$ cat src/dmmp_pkg.sv
// Constants and types for the display mapping metadata producer
package dmmp_pkg;
    localparam logic [3:0]  ADDR_CTRL     = 4'h0;
    localparam logic [3:0]  ADDR_STATUS   = 4'h1;
    localparam logic [3:0]  ADDR_COUNT    = 4'h2;
    localparam logic [3:0]  ADDR_SEL      = 4'h3;
    localparam logic [3:0]  ADDR_LEVEL    = 4'h4;
    localparam logic [3:0]  ADDR_F0       = 4'h5;
    localparam logic [3:0]  ADDR_F1       = 4'h6;
    localparam logic [3:0]  ADDR_F2       = 4'h7;
    localparam logic [3:0]  ADDR_BITS     = 4'h8;
    localparam int          CTRL_START    = 0;
    localparam int          CTRL_REFRESH  = 1;
    localparam int          CTRL_CLEAR    = 2;
    localparam int          STAT_BUSY     = 0;
    localparam int          STAT_ERR      = 1;
    localparam logic        REFRESH_RST   = 1'b0;
    localparam logic [10:0] APP_ID        = 11'h001;
    localparam logic [10:0] APP_VER       = 11'h000;
    localparam logic [7:0]  LVL_RANGE     = 8'h01;
    localparam logic [7:0]  LVL_TRIM      = 8'h02;
    localparam logic [7:0]  LVL_AREA      = 8'h05;
    localparam logic [9:0]  BYTES_RANGE   = 10'h005;
    localparam logic [9:0]  BYTES_TRIM    = 10'h00b;
    localparam logic [9:0]  BYTES_AREA    = 10'h007;
    localparam logic [6:0]  USE_RANGE     = 7'h24;
    localparam logic [6:0]  USE_TRIM      = 7'h55;
    localparam logic [6:0]  USE_AREA      = 7'h34;
    localparam logic [12:0] WEIGHT_RSVD   = 13'h1fff;
    localparam logic [7:0]  CNT_MIN       = 8'h01;
    localparam logic [7:0]  CNT_MAX       = 8'hfe;
    localparam int          EM_W          = 96;
    localparam int          PEAK_LSB      = 73;
    typedef enum logic [3:0] {
        ST_IDLE = 4'h0,
        ST_ID   = 4'h1,
        ST_VER  = 4'h2,
        ST_REF  = 4'h3,
        ST_CNT  = 4'h4,
        ST_AL1  = 4'h5,
        ST_LEN  = 4'h6,
        ST_LVL  = 4'h7,
        ST_PAY  = 4'h8,
        ST_AL2  = 4'h9
    } dmmp_state_t;
endpackage : dmmp_pkg

$ cat src/dmmp_producer.sv
// Metadata payload bit producer with Avalon-MM control registers
// Function
// - Application identifier is sent as Exp-Golomb value one.
// - Application version is sent as Exp-Golomb value zero.
// - Block count is 1 to 254, zero pad to byte before first block.
// - Each block: Exp-Golomb byte length 0 to 1023, 8-bit level, payload.
// - Reserved levels are never sent; parser would skip them.
// - Byte lengths are 5 for range, 11 for trim, 7 for area.
// - An area block needs an earlier range or trim block.
// - Two area blocks need a range or trim block between them.
// - No range or trim block follows the last area block.
// - Every 12-bit luma code stays within 0 to 4095.
// - Reserved signed weight is sent as all ones.
// - Several trim blocks carry distinct target peak codes.
//
// Chosen here: the placing of the registers and the Avalon-MM slave port.
module dmmp_producer #(
    parameter int MAX_BLOCKS = 8
) (
    // Clock and reset
    input  wire logic        ref_clk_i,
    input  wire logic        rst_n_i,
    // Avalon-MM slave
    input  wire logic [3:0]  avs_address_i,
    input  wire logic        avs_read_i,
    input  wire logic        avs_write_i,
    input  wire logic [31:0] avs_writedata_i,
    input  wire logic [3:0]  avs_byteenable_i,
    output logic      [31:0] avs_readdata_o,
    output logic             avs_waitrequest_o,
    // Payload bit stream
    output logic             bit_o,
    output logic             bit_valid_o,
    output logic             bit_first_o,
    output logic             bit_last_o,
    input  wire logic        bit_ready_i
);
    localparam int IW = (MAX_BLOCKS > 1) ? $clog2(MAX_BLOCKS) : 1;

    function automatic logic [31:0] be_merge(input logic [31:0] o, input logic [31:0] n,
                                             input logic [3:0] be);
        logic [31:0] r;
        r = o;
        for (int b = 0; b < 4; b++) begin
            if (be[b]) r[8*b +: 8] = n[8*b +: 8];
        end
        return r;
    endfunction : be_merge

    function automatic logic [6:0] ue_len(input logic [10:0] v);
        logic [11:0] c;
        logic [6:0]  n;
        c = {1'b0, v} + 12'h001;
        n = 7'h01;
        for (int k = 1; k < 12; k++) begin
            if (c[k]) n = 7'(2 * k + 1);
        end
        return n;
    endfunction : ue_len

    function automatic logic [9:0] blk_bytes(input logic [7:0] l);
        case (l)
            dmmp_pkg::LVL_RANGE: blk_bytes = dmmp_pkg::BYTES_RANGE;
            dmmp_pkg::LVL_TRIM:  blk_bytes = dmmp_pkg::BYTES_TRIM;
            default:             blk_bytes = dmmp_pkg::BYTES_AREA;
        endcase
    endfunction : blk_bytes

    function automatic logic [6:0] blk_use(input logic [7:0] l);
        case (l)
            dmmp_pkg::LVL_RANGE: blk_use = dmmp_pkg::USE_RANGE;
            dmmp_pkg::LVL_TRIM:  blk_use = dmmp_pkg::USE_TRIM;
            default:             blk_use = dmmp_pkg::USE_AREA;
        endcase
    endfunction : blk_use

    function automatic logic lvl_known(input logic [7:0] l);
        return l == dmmp_pkg::LVL_RANGE || l == dmmp_pkg::LVL_TRIM ||
               l == dmmp_pkg::LVL_AREA;
    endfunction : lvl_known

    // Register file and block store
    logic        ack_q;
    logic [31:0] rd_q;
    logic        refresh_q;
    logic        err_q;
    logic [7:0]  cnt_q;
    logic [7:0]  sel_q;
    logic [15:0] bits_q;
    logic [7:0]  lvl_q [MAX_BLOCKS];
    logic [95:0] pay_q [MAX_BLOCKS];
    dmmp_pkg::dmmp_state_t st_q, nst;
    logic [95:0] em_q;
    logic [6:0]  emc_q;
    logic [2:0]  pos_q;
    logic [7:0]  idx_q;
    logic        first_q;

    logic        acc, wr, start_wr, busy, ok, go, fire, adv, ld, step, fin, tail;
    logic        sel_ok;
    logic [95:0] nval;
    logic [6:0]  nlen;
    logic [7:0]  nidx, cur_lvl, nxt_lvl;
    logic [2:0]  pos_n;
    logic [95:0] cur_pay;

    assign acc      = (avs_read_i | avs_write_i) & ~ack_q;
    assign wr       = avs_write_i & ack_q;
    assign busy     = st_q != dmmp_pkg::ST_IDLE;
    assign sel_ok   = sel_q < 8'(MAX_BLOCKS);
    assign start_wr = wr && avs_address_i == dmmp_pkg::ADDR_CTRL && avs_byteenable_i[0] &&
                      avs_writedata_i[dmmp_pkg::CTRL_START] && !busy;
    assign go       = start_wr & ok;
    assign avs_waitrequest_o = (avs_read_i | avs_write_i) & ~ack_q;
    assign avs_readdata_o    = rd_q;

    always_ff @(posedge ref_clk_i or negedge rst_n_i) begin
        if (!rst_n_i) ack_q <= 1'b0;
        else ack_q <= acc;
    end

    always_ff @(posedge ref_clk_i or negedge rst_n_i) begin
        if (!rst_n_i) begin
            rd_q <= 32'h0;
        end else if (acc && avs_read_i) begin
            case (avs_address_i)
                dmmp_pkg::ADDR_CTRL:   rd_q <= {30'h0, refresh_q, 1'b0};
                dmmp_pkg::ADDR_STATUS: rd_q <= {30'h0, err_q, busy};
                dmmp_pkg::ADDR_COUNT:  rd_q <= {24'h0, cnt_q};
                dmmp_pkg::ADDR_SEL:    rd_q <= {24'h0, sel_q};
                dmmp_pkg::ADDR_LEVEL:  rd_q <= sel_ok ? {24'h0, lvl_q[sel_q[IW-1:0]]} : 32'h0;
                dmmp_pkg::ADDR_F0:     rd_q <= sel_ok ? pay_q[sel_q[IW-1:0]][31:0] : 32'h0;
                dmmp_pkg::ADDR_F1:     rd_q <= sel_ok ? pay_q[sel_q[IW-1:0]][63:32] : 32'h0;
                dmmp_pkg::ADDR_F2:     rd_q <= sel_ok ? pay_q[sel_q[IW-1:0]][95:64] : 32'h0;
                dmmp_pkg::ADDR_BITS:   rd_q <= {16'h0, bits_q};
                default:               rd_q <= 32'h0;
            endcase
        end
    end

    always_ff @(posedge ref_clk_i or negedge rst_n_i) begin
        if (!rst_n_i) begin
            refresh_q <= dmmp_pkg::REFRESH_RST;
            cnt_q     <= 8'h00;
            sel_q     <= 8'h00;
        end else if (wr && !busy) begin
            if (avs_address_i == dmmp_pkg::ADDR_CTRL && avs_byteenable_i[0])
                refresh_q <= avs_writedata_i[dmmp_pkg::CTRL_REFRESH];
            if (avs_address_i == dmmp_pkg::ADDR_COUNT && avs_byteenable_i[0])
                cnt_q <= avs_writedata_i[7:0];
            if (avs_address_i == dmmp_pkg::ADDR_SEL && avs_byteenable_i[0])
                sel_q <= avs_writedata_i[7:0];
        end
    end

    // Block store is frozen while a payload is being sent
    always_ff @(posedge ref_clk_i) begin
        if (wr && !busy && sel_ok) begin
            if (avs_address_i == dmmp_pkg::ADDR_LEVEL && avs_byteenable_i[0])
                lvl_q[sel_q[IW-1:0]] <= avs_writedata_i[7:0];
            if (avs_address_i == dmmp_pkg::ADDR_F0)
                pay_q[sel_q[IW-1:0]][31:0] <= be_merge(pay_q[sel_q[IW-1:0]][31:0],
                                                      avs_writedata_i, avs_byteenable_i);
            if (avs_address_i == dmmp_pkg::ADDR_F1)
                pay_q[sel_q[IW-1:0]][63:32] <= be_merge(pay_q[sel_q[IW-1:0]][63:32],
                                                       avs_writedata_i, avs_byteenable_i);
            if (avs_address_i == dmmp_pkg::ADDR_F2)
                pay_q[sel_q[IW-1:0]][95:64] <= be_merge(pay_q[sel_q[IW-1:0]][95:64],
                                                       avs_writedata_i, avs_byteenable_i);
        end
    end

    // Error flag: refused start sets it, set wins over clear
    always_ff @(posedge ref_clk_i or negedge rst_n_i) begin
        if (!rst_n_i) err_q <= 1'b0;
        else if (start_wr && !ok) err_q <= 1'b1;
        else if (wr && avs_address_i == dmmp_pkg::ADDR_CTRL && avs_byteenable_i[0] &&
                 avs_writedata_i[dmmp_pkg::CTRL_CLEAR]) err_q <= 1'b0;
    end

    // Block list check before a refresh payload is started
    always_comb begin
        logic seen, any5;
        seen = 1'b0;
        any5 = 1'b0;
        ok   = 1'b1;
        if (avs_writedata_i[dmmp_pkg::CTRL_REFRESH]) begin
            if (cnt_q < dmmp_pkg::CNT_MIN || cnt_q > dmmp_pkg::CNT_MAX ||
                cnt_q > 8'(MAX_BLOCKS)) ok = 1'b0;
            for (int i = 0; i < MAX_BLOCKS; i++) begin
                if (8'(i) < cnt_q) begin
                    if (!lvl_known(lvl_q[i])) ok = 1'b0;
                    if (lvl_q[i] == dmmp_pkg::LVL_AREA) begin
                        if (!seen) ok = 1'b0;
                        seen = 1'b0;
                        any5 = 1'b1;
                    end else begin
                        seen = 1'b1;
                    end
                    for (int j = 0; j < i; j++) begin
                        if (lvl_q[i] == dmmp_pkg::LVL_TRIM && lvl_q[j] == dmmp_pkg::LVL_TRIM &&
                            pay_q[i][dmmp_pkg::PEAK_LSB +: 12] ==
                            pay_q[j][dmmp_pkg::PEAK_LSB +: 12]) ok = 1'b0;
                    end
                end
            end
            if (any5 && seen) ok = 1'b0;
        end
    end

    assign bit_valid_o = busy;
    assign fire        = busy & bit_ready_i;
    assign adv         = emc_q == 7'h01;
    assign bit_o       = em_q[dmmp_pkg::EM_W-1];
    assign bit_first_o = busy & first_q;
    assign bit_last_o  = busy & fin;

    // Payload of the current block, masked, weight forced, padded to bytes
    always_comb begin
        logic [6:0] u;
        logic [6:0] padn;
        cur_lvl = lvl_q[idx_q[IW-1:0]];
        u       = blk_use(cur_lvl);
        padn    = 7'({blk_bytes(cur_lvl), 3'b000} - {6'h00, u});
        cur_pay = pay_q[idx_q[IW-1:0]] & ({96{1'b1}} >> (7'(dmmp_pkg::EM_W) - u));
        if (cur_lvl == dmmp_pkg::LVL_TRIM) cur_pay[12:0] = dmmp_pkg::WEIGHT_RSVD;
        cur_pay = cur_pay << padn;
    end

    // Next field selection at the last bit of each field
    always_comb begin
        nst     = st_q;
        nval    = '0;
        nlen    = 7'h01;
        step    = 1'b0;
        fin     = 1'b0;
        tail    = 1'b0;
        nidx    = idx_q + 8'h01;
        nxt_lvl = lvl_q[nidx[IW-1:0]];
        pos_n   = pos_q + 3'h1;
        if (!busy) begin
            nst  = dmmp_pkg::ST_ID;
            nval = 96'({1'b0, dmmp_pkg::APP_ID} + 12'h001);
            nlen = ue_len(dmmp_pkg::APP_ID);
        end else if (adv) begin
            case (st_q)
                dmmp_pkg::ST_ID: begin
                    nst  = dmmp_pkg::ST_VER;
                    nval = 96'({1'b0, dmmp_pkg::APP_VER} + 12'h001);
                    nlen = ue_len(dmmp_pkg::APP_VER);
                end
                dmmp_pkg::ST_VER: begin
                    nst  = dmmp_pkg::ST_REF;
                    nval = 96'(refresh_q);
                end
                dmmp_pkg::ST_REF: begin
                    if (refresh_q) begin
                        nst  = dmmp_pkg::ST_CNT;
                        nval = 96'({4'h0, cnt_q} + 12'h001);
                        nlen = ue_len({3'h0, cnt_q});
                    end else begin
                        tail = 1'b1;
                    end
                end
                dmmp_pkg::ST_CNT, dmmp_pkg::ST_AL1: begin
                    if (pos_n == 3'h0) begin
                        nst  = dmmp_pkg::ST_LEN;
                        nval = 96'({2'h0, blk_bytes(cur_lvl)} + 12'h001);
                        nlen = ue_len({1'b0, blk_bytes(cur_lvl)});
                    end else begin
                        nst = dmmp_pkg::ST_AL1;
                    end
                end
                dmmp_pkg::ST_LEN: begin
                    nst  = dmmp_pkg::ST_LVL;
                    nval = 96'(cur_lvl);
                    nlen = 7'h08;
                end
                dmmp_pkg::ST_LVL: begin
                    nst  = dmmp_pkg::ST_PAY;
                    nval = cur_pay;
                    nlen = 7'({blk_bytes(cur_lvl), 3'b000});
                end
                dmmp_pkg::ST_PAY: begin
                    step = 1'b1;
                    if (nidx < cnt_q) begin
                        nst  = dmmp_pkg::ST_LEN;
                        nval = 96'({2'h0, blk_bytes(nxt_lvl)} + 12'h001);
                        nlen = ue_len({1'b0, blk_bytes(nxt_lvl)});
                    end else begin
                        tail = 1'b1;
                    end
                end
                dmmp_pkg::ST_AL2: tail = 1'b1;
                default: nst = dmmp_pkg::ST_IDLE;
            endcase
            if (tail) begin
                if (pos_n == 3'h0) begin
                    nst = dmmp_pkg::ST_IDLE;
                    fin = 1'b1;
                end else begin
                    nst = dmmp_pkg::ST_AL2;
                end
            end
        end
    end

    assign ld = busy ? (fire & adv) : go;

    always_ff @(posedge ref_clk_i or negedge rst_n_i) begin
        if (!rst_n_i) st_q <= dmmp_pkg::ST_IDLE;
        else if (ld) st_q <= nst;
    end

    // Left-aligned shifter, first bit sent is the field's top bit
    always_ff @(posedge ref_clk_i or negedge rst_n_i) begin
        if (!rst_n_i) begin
            em_q  <= '0;
            emc_q <= 7'h00;
        end else if (ld) begin
            em_q  <= nval << (7'(dmmp_pkg::EM_W) - nlen);
            emc_q <= nlen;
        end else if (fire) begin
            em_q  <= {em_q[dmmp_pkg::EM_W-2:0], 1'b0};
            emc_q <= emc_q - 7'h01;
        end
    end

    always_ff @(posedge ref_clk_i or negedge rst_n_i) begin
        if (!rst_n_i) begin
            pos_q   <= 3'h0;
            idx_q   <= 8'h00;
            bits_q  <= 16'h0;
            first_q <= 1'b0;
        end else if (go) begin
            pos_q   <= 3'h0;
            idx_q   <= 8'h00;
            bits_q  <= 16'h0;
            first_q <= 1'b1;
        end else if (fire) begin
            pos_q   <= pos_n;
            bits_q  <= bits_q + 16'h1;
            first_q <= 1'b0;
            if (adv && step) idx_q <= nidx;
        end
    end

    // Helper for ordering checks on what is actually sent
    logic seen_q, any5_q;
    always_ff @(posedge ref_clk_i or negedge rst_n_i) begin
        if (!rst_n_i) begin
            seen_q <= 1'b0;
            any5_q <= 1'b0;
        end else if (go) begin
            seen_q <= 1'b0;
            any5_q <= 1'b0;
        end else if (fire && adv && st_q == dmmp_pkg::ST_LVL) begin
            seen_q <= cur_lvl != dmmp_pkg::LVL_AREA;
            any5_q <= any5_q | (cur_lvl == dmmp_pkg::LVL_AREA);
        end
    end

    property p_app_id;
        @(posedge ref_clk_i) disable iff (!rst_n_i)
        go |=> st_q == dmmp_pkg::ST_ID && emc_q == 7'h03 && em_q[95:93] == 3'b010;
    endproperty
    a_app_id: assert property (p_app_id) else $error("identifier not coded as one");

    property p_app_ver;
        @(posedge ref_clk_i) disable iff (!rst_n_i)
        st_q == dmmp_pkg::ST_ID && fire && adv |=> st_q == dmmp_pkg::ST_VER && emc_q == 7'h01 && bit_o;
    endproperty
    a_app_ver: assert property (p_app_ver) else $error("version not coded as zero");

    property p_cnt_range;
        @(posedge ref_clk_i) disable iff (!rst_n_i)
        st_q == dmmp_pkg::ST_CNT |-> cnt_q >= 8'h01 && cnt_q <= 8'hfe;
    endproperty
    a_cnt_range: assert property (p_cnt_range) else $error("block count out of range");

    property p_first_aligned;
        @(posedge ref_clk_i) disable iff (!rst_n_i)
        $rose(st_q == dmmp_pkg::ST_LEN) && idx_q == 8'h00 |-> pos_q == 3'h0 &&
            $past(st_q) != dmmp_pkg::ST_AL1 || !$past(bit_o);
    endproperty
    a_first_aligned: assert property (p_first_aligned) else $error("first block not aligned");

    property p_lvl_width;
        @(posedge ref_clk_i) disable iff (!rst_n_i)
        $rose(st_q == dmmp_pkg::ST_LVL) |-> emc_q == 7'h08 ##0 $past(st_q) == dmmp_pkg::ST_LEN;
    endproperty
    a_lvl_width: assert property (p_lvl_width) else $error("level field not 8 bits");

    property p_no_reserved;
        @(posedge ref_clk_i) disable iff (!rst_n_i)
        st_q == dmmp_pkg::ST_PAY |-> lvl_known(cur_lvl);
    endproperty
    a_no_reserved: assert property (p_no_reserved) else $error("reserved level sent");

    property p_blk_len;
        @(posedge ref_clk_i) disable iff (!rst_n_i)
        $rose(st_q == dmmp_pkg::ST_PAY) |-> emc_q == (cur_lvl == 8'h01 ? 7'h28 :
                                               cur_lvl == 8'h02 ? 7'h58 : 7'h38);
    endproperty
    a_blk_len: assert property (p_blk_len) else $error("block byte length wrong");

    property p_area_order;
        @(posedge ref_clk_i) disable iff (!rst_n_i)
        st_q == dmmp_pkg::ST_LVL && fire && adv && cur_lvl == dmmp_pkg::LVL_AREA |-> seen_q;
    endproperty
    a_area_order: assert property (p_area_order) else $error("area block not preceded");

    property p_tail_order;
        @(posedge ref_clk_i) disable iff (!rst_n_i)
        bit_last_o && bit_ready_i && any5_q |-> !seen_q;
    endproperty
    a_tail_order: assert property (p_tail_order) else $error("block after last area");

    property p_weight;
        @(posedge ref_clk_i) disable iff (!rst_n_i)
        $rose(st_q == dmmp_pkg::ST_PAY) && cur_lvl == dmmp_pkg::LVL_TRIM |->
            em_q[23:11] == 13'h1fff && em_q[10:8] == 3'h0;
    endproperty
    a_weight: assert property (p_weight) else $error("reserved weight not all ones");

endmodule : dmmp_producer
$ cat config.mk
export PLATFORM = sky130hd
export DESIGN_NAME = dmmp_producer
export DESIGN_NICKNAME = d
export VERILOG_FILES = /design/src/dmmp_pkg.sv /design/src/dmmp_producer.sv
export SDC_FILE = /design/constraint.sdc
export NUM_CORES = 2
export LEC_CHECK = 0
export ABC_AREA = 0
export BUFFER_PORTS_ARGS = -buffer_cell sky130_fd_sc_hd__buf_2
export CAP_MARGIN = 20
export CELL_PAD_IN_SITES_DETAIL_PLACEMENT = 1
export CELL_PAD_IN_SITES_GLOBAL_PLACEMENT = 1
export CORE_MARGIN = 5
export CORE_UTILIZATION = 47
export CTS_CLUSTER_DIAMETER = 40
export DETAILED_ROUTE_END_ITERATION = 12
export PLACE_DENSITY = 0.85
export SLEW_MARGIN = 20
export SYNTH_ARGS = -nofsm -noshare
export SYNTH_HDL_FRONTEND = slang
export SYNTH_SLANG_ARGS = --single-unit
$ cat constraint.sdc
create_clock -name ref_clk_i -period 5.7 [get_ports ref_clk_i]
set_clock_uncertainty 0.15 [all_clocks]
set_input_delay 0.855 -clock ref_clk_i [delete_from_list [all_inputs] [get_ports ref_clk_i]]
set_output_delay 0.855 -clock ref_clk_i [all_outputs]
set_load 0.02 [all_outputs]
==> metrics.txt <==
number of CTS-inserted buffers=~140; Leakage=between 20 and 25 nW; Synth cell types=94; Max Cap Viol=0; top post-synthesis cells by area=edfxtp_1 (45%), dfrtp_1 (8.3%), mux4_2 (7.2%); Initial Util=0.474; fin util=0.548; Least-Margin Pin Slew=between 1 and 1.5 ns; setup TNS=0 ns; R2R Setup Slk=between 0.1 and 0.15 ns; Avg Cell Area, Syn=around 12 um^2; die height=~360 um; Yosys warnings=0; status=completed; VDD IR-drop max=about 0.38 mV; setup ws final=0.120 ns; crit-path max FO=11; EDFF count, synth=between 800 and 900; startpoint class of the critical path=register; net load switching power=0.00482 W; synthesized area=approximately 0.056 mm^2; Area Growth Syn to Fin=15.5%; worst reg2reg endpoint=em_q[76]; slowest cell on the critical path=dfrtp_4; CTS max path bufs=3; register share of total power=0.448; Arr. time, crit path=a little over 6 ns; drt first-iter violations=7835; PortBufs=81; CP peak stage delay=between 0.5 and 0.6 ns; post-route antenna net violation count=0; clock transition at the registers of the reported paths=0.06 ns; fin crit period=5.58 ns; GP Congestion=slightly above 1; total track usage=0.381; Seq cells post-synth=between 1000 and 1500; CTS tree=done; Ports=between 80 and 90; Synth area leader=edfxtp_1; Mapped Nets=about 4900; switching share of power=0.255; post-synthesis async set-or-reset flop share=0.183; r2r worst-path depth=28; endpoints failing hold=0; clock tree root driver cell=clkbuf_16; Final Max Slew Viols=0; final wirelength=249000 um; Critical path origin=idx_q[0]; cell internal pwr=~0.014 W; Comb pwr share=0.070; most frequent CP cell=buf_4; DPL Wire Length=approximately 160000 um; critical path class=register to register; hold crit path type=input port to register; initial antenna violation count=10; FF-to-FF Start=idx_q[0]; die width=approximately 360 um; Finish-stage setup viols=0; Achievable Freq=around 180 MHz; CP Capture Type=register; first drt pass iteration count=8; grt total ovfl=0; top cell type's share of synthesized area=0.445; die area=between 0.1 and 0.15 mm^2; pre-CTS setup slack=-0.220 ns; clk sinks=~1000; Rel. slew slack=0.229; layout cells sized above 1=0.199; Mapped Cells=4864; # nets final=5047; largest net degree at the start of global routing=149; first-pass GRT wire length=about 360000 um; Clock power frac=0.482; core area=between 0.1 and 0.15 mm^2; Fill cells=about 12000; Cell Rows=around 130; power density over the cells=292 mW/mm^2; predominant post-synthesis flop cell=edfxtp_1; worst path required time=6.26 ns; WL per Instance=around 38 um; drt drc=0; drt via density=7.55; clk_lat worst skew=between 0.8 and 0.9 ns; final worst-path cycle share=0.979; vias in the first global route=50500; CP endpoint=em_q[76]; # H-tree levels=4; register area share after synthesis=0.528; vias=between 40000 and 50000
cell families (layout without fill, tap and decap cells):
family | Yosys count | after routing | synth area share
multiplexers | 398 | 398 | 0.113
AO/OA/AOI/OAI | 1271 | 1271 | 0.146
XOR/XNOR | 368 | 368 | 0.0575
flip-flops | 1018 | 1018 | 0.528
other | 0 | 3 | 0
buffers and inverters | 477 | 699 | 0.0353
AND/OR/NAND/NOR | 1306 | 1306 | 0.114
adder cells (fa/ha/maj) | 26 | 26 | 0.00580
cells in the final DEF, fill, tap and decap left out, types with 87 or more instances in the layout:
cell type and count:
a21oi_1 144, a22oi_1 100, buf_4 289, clkbuf_16 140, dfrtp_1 183, edfxtp_1 832, mux2_2 89, mux2i_1 119
mux4_2 180, nand2_1 386, nand4_1 112, nor2_1 313, nor3_1 90, o21ai_0 263, o22ai_1 400, or4_1 87
xnor2_1 355
through the flow:
step	std cells	hold slack (ns)	cell area, um^2	total power, W
finish	6625	0.204	64800	0.0189
detailed placement	6358	0.312	59600	0.00985
CTS	6607	0.174	64400	0.0188
global route	6622	0.230	64800	0.0194
floorplan	4864	0.292	56100	0.00929
global placement	6358	0.301	59600	0.00978
worst max-delay path: cells and delay by family, from the launching register on:
kind	cells	cell delay, ns
AO/OA/AOI/OAI	8	1.52
XOR/XNOR	1	0.16
adder cells (fa/ha/maj)	3	0.86
buffers and inverters	8	1.27
flip-flops	1	0.51
multiplexers	1	0.19
AND/OR/NAND/NOR	7	0.78
sequential cells by signal, indices dropped and copies added (netlist names), 3 cells and up:
register        cells
sel_q               8
emc_q               7
idx_q               8
cnt_q               8
pay_q             768
st_q                4
lvl_q              64
pos_q               3
avs_readdata_o     32
bits_q             16
em_q               96
Yosys cell counts, types with 25 or more instances:
cell type and count:
clkbuf_1 265, a211oi_1 49, nand4_1 112, o21ai_0 271, mux2_2 89, mux4_2 180
o22ai_1 401, edfxtp_1 832, buf_2 68, buf_1 75, inv_1 44, nor2_1 340
dfrtp_1 186, nand3_1 68, or4_1 88, a22o_1 30, mux2i_1 128, a22oi_1 100
nand2b_1 27, and3_1 25, nor3_1 95, nor4_1 52, ha_1 26, xnor2_1 356
a21oi_1 151, nand2_1 391, o211ai_1 62
repair_timing:
| action | in CTS | in global routing |
|---|---|---|
| hold endpoints to repair | 38 | 0 |
| pin swaps | 0 | 10 |
| setup endpoints to repair | 18 | 73 |
| buffers inserted | 1 | 11 |
| hold buffers | 1 | 0 |
| gates cloned | 0 | 2 |
| resized for setup | 3 | 54 |
worst min-delay path by stage:
| stage | from | endpoint | slack [ns] | cells after the start |
|---|---|---|---|---|
| after global routing | avs_read_i | ack_q | 0.23 | 3 |
| after floorplan | first_q | first_q | 0.29 | 1 |
| after detailed placement | avs_readdata_o[7] | avs_readdata_o[7] | 0.31 | 1 |
| final | avs_read_i | ack_q | 0.20 | 3 |
| after global placement | first_q | first_q | 0.30 | 1 |
| after CTS | avs_read_i | ack_q | 0.17 | 3 |
cell type report:
type | instances | area, um^2 | share of cell area
inverter | 46 | 178 | 0.00274
sequential | 1018 | 29600 | 0.458
clock buffer | 157 | 3580 | 0.0553
timing repair buffer | 406 | 3270 | 0.0504
tap | 1536 | 1920 | 0.0297
antenna | 3 | 7.51 | 0.000116
multi-input combinational | 3369 | 25000 | 0.386
clock inverter | 90 | 1190 | 0.0184
routing by layer:
metal	routed length [um]	vias to the layer above	track usage	part of all wire
met2	108000	4655	0.575	0.43
li1	-	19200	-	-
met5	109	-	0.00269	0.00044
met1	85300	24900	0.469	0.34
met4	20600	12	0.251	0.083
met3	34700	1279	0.125	0.14
power groups by stage:
stage	clock [W]	combinational [W]	sequential, W
finish	0.00910	0.00132	0.00847
global route	0.00947	0.00141	0.00848
CTS	0.00909	0.00126	0.00846
detailed placement	0	0.00124	0.00860
global placement	0	0.00119	0.00859
floorplan	0	0.000734	0.00856
(Power assumes the default switching activity.)
